$ cat config.mk
export PLATFORM = sky130hd
export DESIGN_NAME = gpc_ports
export DESIGN_NICKNAME = d
export VERILOG_FILES = /design/src/hw/gpc_pkg.sv /design/src/hw/gpc_ports.sv
export SDC_FILE = /design/constraint.sdc
export NUM_CORES = 1
export LEC_CHECK = 0
export BUFFER_PORTS_ARGS = -buffer_cell sky130_fd_sc_hd__buf_2
export CAP_MARGIN = 30
export CORE_UTILIZATION = 31
export CTS_CLUSTER_DIAMETER = 100
export DETAILED_ROUTE_END_ITERATION = 10
export GPL_TIMING_DRIVEN = 1
export PLACE_DENSITY = 0.5
export SYNTH_ARGS = -nofsm -noshare
export SYNTH_HDL_FRONTEND = slang
export SYNTH_SLANG_ARGS = --single-unit
$ cat constraint.sdc
create_clock -name pclk -period 2.8 [get_ports pclk]
set_input_delay 0.56 -clock pclk [delete_from_list [all_inputs] [get_ports pclk]]
set_output_delay 0.56 -clock pclk [all_outputs]
set_load 0.03 [all_outputs]
$ cat src/hw/gpc_pkg.sv
// Constants and state type for the port C/D/E block with slave-port control
package gpc_pkg;

  // ***********************************************
  // Bus geometry
  // ***********************************************
  localparam int GPC_ADDR_W = 12;
  localparam int GPC_IDX_W = 10;

  // ***********************************************
  // Register indexes; byte address is four times the index
  // ***********************************************
  localparam logic [GPC_IDX_W-1:0] IDX_PORT_C_PINS = 10'h007;
  localparam logic [GPC_IDX_W-1:0] IDX_PORT_D_PINS = 10'h008;
  localparam logic [GPC_IDX_W-1:0] IDX_PORT_E_PINS = 10'h009;
  localparam logic [GPC_IDX_W-1:0] IDX_PORT_C_DIRECTION = 10'h087;
  localparam logic [GPC_IDX_W-1:0] IDX_PORT_D_DIRECTION = 10'h088;
  localparam logic [GPC_IDX_W-1:0] IDX_PORT_E_DIRECTION_SLAVE_CONTROL = 10'h089;
  localparam logic [GPC_IDX_W-1:0] IDX_ANALOG_PIN_CONFIG = 10'h09F;

  // ***********************************************
  // Field positions of the port E direction / slave control register
  // ***********************************************
  localparam int BIT_INPUT_WORD_WAITING = 7;
  localparam int BIT_OUTPUT_WORD_PENDING = 6;
  localparam int BIT_INPUT_OVERRUN = 5;
  localparam int BIT_SLAVE_PORT_MODE_SELECT = 4;
  localparam int BIT_E_RESERVED = 3;

  // Port E pin roles in slave-port mode
  localparam int PIN_READ_STROBE = 0;
  localparam int PIN_WRITE_STROBE = 1;
  localparam int PIN_CHIP_SELECT = 2;

  // Port C pins shared with on-chip peripherals
  localparam int PIN_TIMER_OSC_OUT = 0;
  localparam int PIN_TIMER_OSC_IN = 1;
  localparam int PIN_CAPTURE_COMPARE_PWM = 2;
  localparam int PIN_SERIAL_TX_CLOCK = 6;
  localparam int PIN_SERIAL_RX_DATA = 7;

  // ***********************************************
  // Reset values
  // ***********************************************
  localparam logic [7:0] RST_PORT_DIRECTION = 8'hFF;
  localparam logic [2:0] RST_PORT_E_DIRECTION = 3'h7;
  localparam logic [2:0] RST_ANALOG_SELECT = 3'h7;
  localparam logic [7:0] RST_LATCH = 8'h00;

  typedef struct packed {
    logic [7:0] c_sync1;
    logic [7:0] c_sync2;
    logic [7:0] d_sync1;
    logic [7:0] d_sync2;
    logic [2:0] e_sync1;
    logic [2:0] e_sync2;
    logic [7:0] c_latch;
    logic [7:0] c_dir;
    logic [7:0] d_latch;
    logic [7:0] d_dir;
    logic [7:0] d_in_latch;
    logic [2:0] e_latch;
    logic [2:0] e_dir;
    logic [2:0] e_analog;
    logic mode;
    logic input_word_waiting;
    logic output_word_pending;
    logic input_overrun;
    logic wr_act;
    logic rd_act;
    logic [7:0] c_out;
    logic [7:0] c_oe;
    logic [7:0] d_out;
    logic [7:0] d_oe;
    logic [2:0] e_out;
    logic [2:0] e_oe;
    logic pready;
    logic pslverr;
    logic [31:0] prdata;
  } gpc_state_t;

endpackage

$ cat src/hw/gpc_ports.sv
// Ports C, D and E with peripheral override and parallel slave port, APB registers
module gpc_ports
  import gpc_pkg::*;
(
  input wire logic pclk, // Core clock
  input wire logic presetn, // Asynchronous reset, active low
  input wire logic psel, // APB select
  input wire logic penable, // APB enable
  input wire logic pwrite, // APB direction
  input wire logic [GPC_ADDR_W-1:0] paddr, // APB byte address
  input wire logic [31:0] pwdata, // APB write data
  input wire logic [3:0] pstrb, // APB byte strobes
  output logic [31:0] prdata, // APB read data
  output logic pready, // APB ready
  output logic pslverr, // APB error on unmapped address
  input wire logic [7:0] port_c_in, // Port C pin levels
  output logic [7:0] port_c_out, // Port C pin drive value
  output logic [7:0] port_c_oe, // Port C driver enable
  input wire logic [7:0] periph_sel, // Per pin: peripheral owns the pin
  input wire logic [7:0] periph_out, // Peripheral output values
  input wire logic [7:0] periph_oe, // Peripheral wants to drive the pin
  input wire logic [7:0] port_d_in, // Port D pin levels
  output logic [7:0] port_d_out, // Port D pin drive value
  output logic [7:0] port_d_oe, // Port D driver enable
  input wire logic [2:0] port_e_in, // Port E pin levels
  output logic [2:0] port_e_out, // Port E pin drive value
  output logic [2:0] port_e_oe // Port E driver enable
);

  gpc_state_t st_r;
  gpc_state_t st_nxt;

  localparam gpc_state_t ST_RESET = '{
    c_dir: RST_PORT_DIRECTION,
    d_dir: RST_PORT_DIRECTION,
    e_dir: RST_PORT_E_DIRECTION,
    e_analog: RST_ANALOG_SELECT,
    c_latch: RST_LATCH,
    d_latch: RST_LATCH,
    default: '0
  };

  logic [GPC_IDX_W-1:0] idx;
  logic setup;
  logic access;
  logic wr_now;
  logic rd_now;
  logic wr_act_now;
  logic rd_act_now;
  logic wr_end;
  logic rd_start;
  logic [7:0] e_ctrl;
  logic [7:0] c_oe_calc;
  logic [7:0] c_out_calc;

  assign idx = paddr[GPC_ADDR_W-1:2];
  assign setup = psel && !penable;
  assign access = psel && penable && st_r.pready;
  assign wr_now = access && pwrite && pstrb[0];
  assign rd_now = access && !pwrite;

  // ***********************************************
  // Slave-port strobes, taken only from synchronised pins
  // ***********************************************
  assign wr_act_now = st_r.mode && !st_r.e_sync2[PIN_CHIP_SELECT] &&
                      !st_r.e_sync2[PIN_WRITE_STROBE];
  assign rd_act_now = st_r.mode && !st_r.e_sync2[PIN_CHIP_SELECT] &&
                      !st_r.e_sync2[PIN_READ_STROBE];
  assign wr_end = st_r.wr_act && !wr_act_now;
  assign rd_start = rd_act_now && !st_r.rd_act;

  assign e_ctrl = {st_r.input_word_waiting, st_r.output_word_pending, st_r.input_overrun, st_r.mode, 1'b0, st_r.e_dir};

  // Peripheral enable only counts on pins the peripheral owns
  assign c_oe_calc = (periph_sel & periph_oe) | (~periph_sel & ~st_r.c_dir);
  assign c_out_calc = (periph_sel & periph_out) | (~periph_sel & st_r.c_latch);

  always_comb begin
    st_nxt = st_r;

    // ***********************************************
    // Pin synchronisers
    // ***********************************************
    st_nxt.c_sync1 = port_c_in;
    st_nxt.c_sync2 = st_r.c_sync1;
    st_nxt.d_sync1 = port_d_in;
    st_nxt.d_sync2 = st_r.d_sync1;
    st_nxt.e_sync1 = port_e_in;
    st_nxt.e_sync2 = st_r.e_sync1;

    // ***********************************************
    // Slave-port transfers from the external processor
    // ***********************************************
    st_nxt.wr_act = wr_act_now;
    st_nxt.rd_act = rd_act_now;
    if (wr_act_now) begin
      st_nxt.d_in_latch = st_r.d_sync2;
    end
    if (wr_end) begin
      st_nxt.input_word_waiting = 1'b1;
      if (st_r.input_word_waiting) begin
        st_nxt.input_overrun = 1'b1;
      end
    end
    if (rd_start) begin
      st_nxt.output_word_pending = 1'b0;
    end

    // ***********************************************
    // APB slave: one wait-free access phase
    // ***********************************************
    st_nxt.pready = setup;
    if (setup) begin
      st_nxt.pslverr = 1'b0;
      st_nxt.prdata = 32'h0000_0000;
      if (idx == IDX_PORT_C_PINS) begin
        st_nxt.prdata[7:0] = st_r.c_sync2;
      end else if (idx == IDX_PORT_D_PINS) begin
        st_nxt.prdata[7:0] = st_r.mode ? st_r.d_in_latch : st_r.d_sync2;
      end else if (idx == IDX_PORT_E_PINS) begin
        st_nxt.prdata[2:0] = st_r.e_sync2 & ~st_r.e_analog;
      end else if (idx == IDX_PORT_C_DIRECTION) begin
        st_nxt.prdata[7:0] = st_r.c_dir;
      end else if (idx == IDX_PORT_D_DIRECTION) begin
        st_nxt.prdata[7:0] = st_r.d_dir;
      end else if (idx == IDX_PORT_E_DIRECTION_SLAVE_CONTROL) begin
        st_nxt.prdata[7:0] = e_ctrl;
      end else if (idx == IDX_ANALOG_PIN_CONFIG) begin
        st_nxt.prdata[2:0] = st_r.e_analog;
      end else begin
        st_nxt.pslverr = 1'b1;
      end
    end else if (access) begin
      st_nxt.pslverr = 1'b0;
    end

    // CPU reading the input word frees the buffer; a word ending now keeps it full
    if (rd_now && idx == IDX_PORT_D_PINS && st_r.mode && !wr_end) begin
      st_nxt.input_word_waiting = 1'b0;
    end

    if (wr_now) begin
      if (idx == IDX_PORT_C_PINS) begin
        st_nxt.c_latch = pwdata[7:0];
      end else if (idx == IDX_PORT_D_PINS) begin
        st_nxt.d_latch = pwdata[7:0];
        if (st_r.mode) begin
          st_nxt.output_word_pending = 1'b1;
        end
      end else if (idx == IDX_PORT_E_PINS) begin
        st_nxt.e_latch = pwdata[2:0];
      end else if (idx == IDX_PORT_C_DIRECTION) begin
        st_nxt.c_dir = pwdata[7:0];
      end else if (idx == IDX_PORT_D_DIRECTION) begin
        st_nxt.d_dir = pwdata[7:0];
      end else if (idx == IDX_PORT_E_DIRECTION_SLAVE_CONTROL) begin
        st_nxt.e_dir = pwdata[2:0];
        st_nxt.mode = pwdata[BIT_SLAVE_PORT_MODE_SELECT];
        // Writing zero clears overrun; a new overrun this cycle wins
        if (!pwdata[BIT_INPUT_OVERRUN] && !(wr_end && st_r.input_word_waiting)) begin
          st_nxt.input_overrun = 1'b0;
        end
      end else if (idx == IDX_ANALOG_PIN_CONFIG) begin
        st_nxt.e_analog = pwdata[2:0];
      end
    end

    // Status flags are meaningless outside slave mode
    if (!st_r.mode) begin
      st_nxt.input_word_waiting = 1'b0;
      st_nxt.output_word_pending = 1'b0;
    end

    // ***********************************************
    // Pin drivers
    // ***********************************************
    // Timer, capture and serial units drive through the override path
    st_nxt.c_oe = c_oe_calc;
    st_nxt.c_out = c_out_calc;
    st_nxt.d_out = st_r.d_latch;
    if (st_r.mode) begin
      // External processor owns the bus direction; direction register ignored
      st_nxt.d_oe = {8{rd_act_now}};
    end else begin
      st_nxt.d_oe = ~st_r.d_dir;
    end
    st_nxt.e_out = st_r.e_latch;
    // Direction still rules in analog mode, so a wrong setting fights the source
    st_nxt.e_oe = ~st_r.e_dir;
  end

  always_ff @(posedge pclk or negedge presetn) begin
    if (!presetn) begin
      st_r <= ST_RESET;
    end else begin
      st_r <= st_nxt;
    end
  end

  assign prdata = st_r.prdata;
  assign pready = st_r.pready;
  assign pslverr = st_r.pslverr;
  assign port_c_out = st_r.c_out;
  assign port_c_oe = st_r.c_oe;
  assign port_d_out = st_r.d_out;
  assign port_d_oe = st_r.d_oe;
  assign port_e_out = st_r.e_out;
  assign port_e_oe = st_r.e_oe;
endmodule

==> run metrics <==
Sw Share=23.6%; Nets=611; Post-synth EDFFs=0; P_leak=between 3 and 4 nW; Setup crit end kind=flip-flop; buffer depth of the longest clock path=2; Critical Path AT=2.35 ns; via count=~3,500; Placeable Area=18,700 um^2; initial antenna violation count=2; post-placement cell count=730; fin crit period=2.05 ns; FF+latch count, synth=141; CP max stage delay=0.50 ns; # port buffers=114; worst hold-check path type=primary input to async pin; IO Pins=168; grt ovf=0; async set or reset register ratio after synthesis=100%; Synth top area share=about half; global-route wire length before repair=20,100 um; Logic pwr share=6.4%; vias in the first global route=around 3,600; most used standard cell by instance count after synthesis=dfrtp_1; WL per Instance=16.7 um; n_diodes=0; Final Skew=0.00555 ns; Peak VDD IR=0.441 mV; Crit-path slowest cell=and3_1; Routed WL=12,700 um; RSZ-0062 raised after global routing=no; critical path class=flip-flop to flip-flop; register area share after synthesis=approximately three fifths; Post-Layout Cell Count=roughly 760; Ys Warns=0; Max-slew headroom=60.1%; final number of setup-violating endpoints=0; WP data required=just over 3 ns; crit start category=flip-flop; Clock transition at path regs=0.06 ns; Post-CTS Resized=0; number of max-cap violations=0; row count=50; post-synthesis cell count=438; Post-Syn Area=5900 um^2; CTS tree=done; Fin. Hold Viols=0; starting density of the core=31.6%; layout cells sized above 1=48.9%; CTS root buf=clkbuf_16; hold bufs inserted after CTS=0; register share of total power=43.6%; Slew @ Worst Pin=roughly 0.60 ns; htree depth=4; period utilization=73.3%; Area Growth Syn to Fin=17.6%; CTS Sinks=141; Clk Latency, worst-skew pair=about 0.42 ns; top cells by area, synth=dfrtp_1 50%, mux2_2 12%, dfstp_2 9.8%; Final Util=37.1%; clock group share of total power=50.0%; Synth top cells by count=119 x dfrtp_1, 75 x buf_4, 63 x mux2_2; DRT Pass-1 Iters=4; RD Place Congestion=0.790; die width=about 140 um; largest net degree at the start of global routing=between 60 and 70; CP Cell Sequence=and3_1 > and3_1 > nand3_2 > mux2_2; HPWL after DPL=9150 um; crit path max fanout=9; Die H=140 um; cts bufs inserted=17; post-route cell area=6950 um^2; CP delay by family, top=simple AND/OR/NAND/NOR gates; Fillers=around 1,800; remaining antenna violation count=0; status=finished, final reports clean; All-Layer GR Usage=14.0%; Achievable Freq=488 MHz; CP most frequent cell=and3_1; Synth Flop Type=dfrtp_1; Sw Pwr=about 1.1 mW; Avg Cell Area, Syn=13.5 um^2; Die ar.=19,600 um^2; Pins Over Slew Limit=0; Unique masters post-synth=55; Power Density=696 nW/um^2; Remaining DRCs=0; Synth area leader=dfrtp_1; Placed Area=roughly 6300 um^2; initial DRC count=127; Cell Int Power=3.69 mW; Critical path buffers and inverters=0; routed vias/inst=around 4.5; setup repair bufs after CTS=0; Final TNS setup=0 ns
[flip-flops by register name, summed over array words and instances (netlist names)]
register    count
port_d_oe       8
port_d_out      8
pready          1
st_r           56
e_ctrl          7
pslverr         1
prdata          8
port_e_oe       3
st_nxt         30
port_e_out      3
port_c_oe       8
port_c_out      8
[placed cells by master (no fill, tap or decap), drive strengths merged, types with 6 or more instances in the layout]
cell type / count
and3: 10
buf: 121
clkbuf: 17
clkinv: 6
conb: 24
dfrtp: 119
dfstp: 22
inv: 11
mux2: 65
nand2: 16
nand3: 7
nand4: 9
nor2: 6
o21ai: 25
[layout make-up]
type	instances	area, um^2	share of cell area (%)
multi-input cells	226	1790	25.7
clock inverters	15	213	3.06
repair buffers	121	642	9.24
flip-flops and latches	141	3560	51.2
well taps	234	293	4.22
inverters	8	30.0	0.432
clock buffers	17	425	6.13
[through the flow]
stage,hold WS (ns),power [mW],worst slack [ns]
floorplan,0.264,2.36,1.02
global placement,0.334,2.45,0.488
detailed placement,0.336,2.46,0.466
CTS,0.146,4.91,0.749
global route,0.170,5.03,0.649
finish,0.126,4.83,0.749
[per-layer routing]
metal	vias to the layer above	GRT usage, %	share of wire [%]
met5	-	0	0.079
met2	120	22.3	47
met4	2	6.54	2.0
met3	20	4.34	5.5
met1	1716	17.2	45
li1	1608	-	-
[power groups by stage]
stage          logic, mW  registers (mW)  clock network, mW
2_1_floorplan      0.216            2.15                  0
3_3_place_gp       0.311            2.14                  0
3_5_place_dp       0.316            2.15                  0
4_1_cts            0.317            2.11               2.49
5_1_grt            0.340            2.11               2.57
6_report           0.310            2.11               2.42
[worst paths after layout]
kind	end	slack, ns	start	cells past startpoint
min in group pclk	st_nxt[154]$_DFF_PN0_	0.24	port_c_in[5]	1
worst max-delay path	st_nxt[52]$_DFFE_PN0P_	0.75	pready$_DFF_PN0_	4
max in group asynchronous	st_r[117]$_DFFE_PN1P_	1.93	presetn	2
worst min register to register	st_r[153]$_DFF_PN0_	0.35	st_nxt[153]$_DFF_PN0_	0
worst min-delay path	st_nxt[127]$_DFF_PN0_	0.13	presetn	1
worst max register to register	st_nxt[52]$_DFFE_PN0P_	0.75	pready$_DFF_PN0_	4
[logic make-up (layout without fill, tap and decap cells)]
logic type / after synthesis / in the layout / share of synthesized area, %
buffers and inverters: 94 / 161 / 11.0
and+or+nand+nor: 71 / 71 / 8.39
other: 1 / 24 / 0.0635
muxes: 69 / 69 / 13.1
AOI/OAI and AO/OA: 62 / 62 / 7.27
DFF: 141 / 141 / 60.2
(Power assumes the default switching activity.)
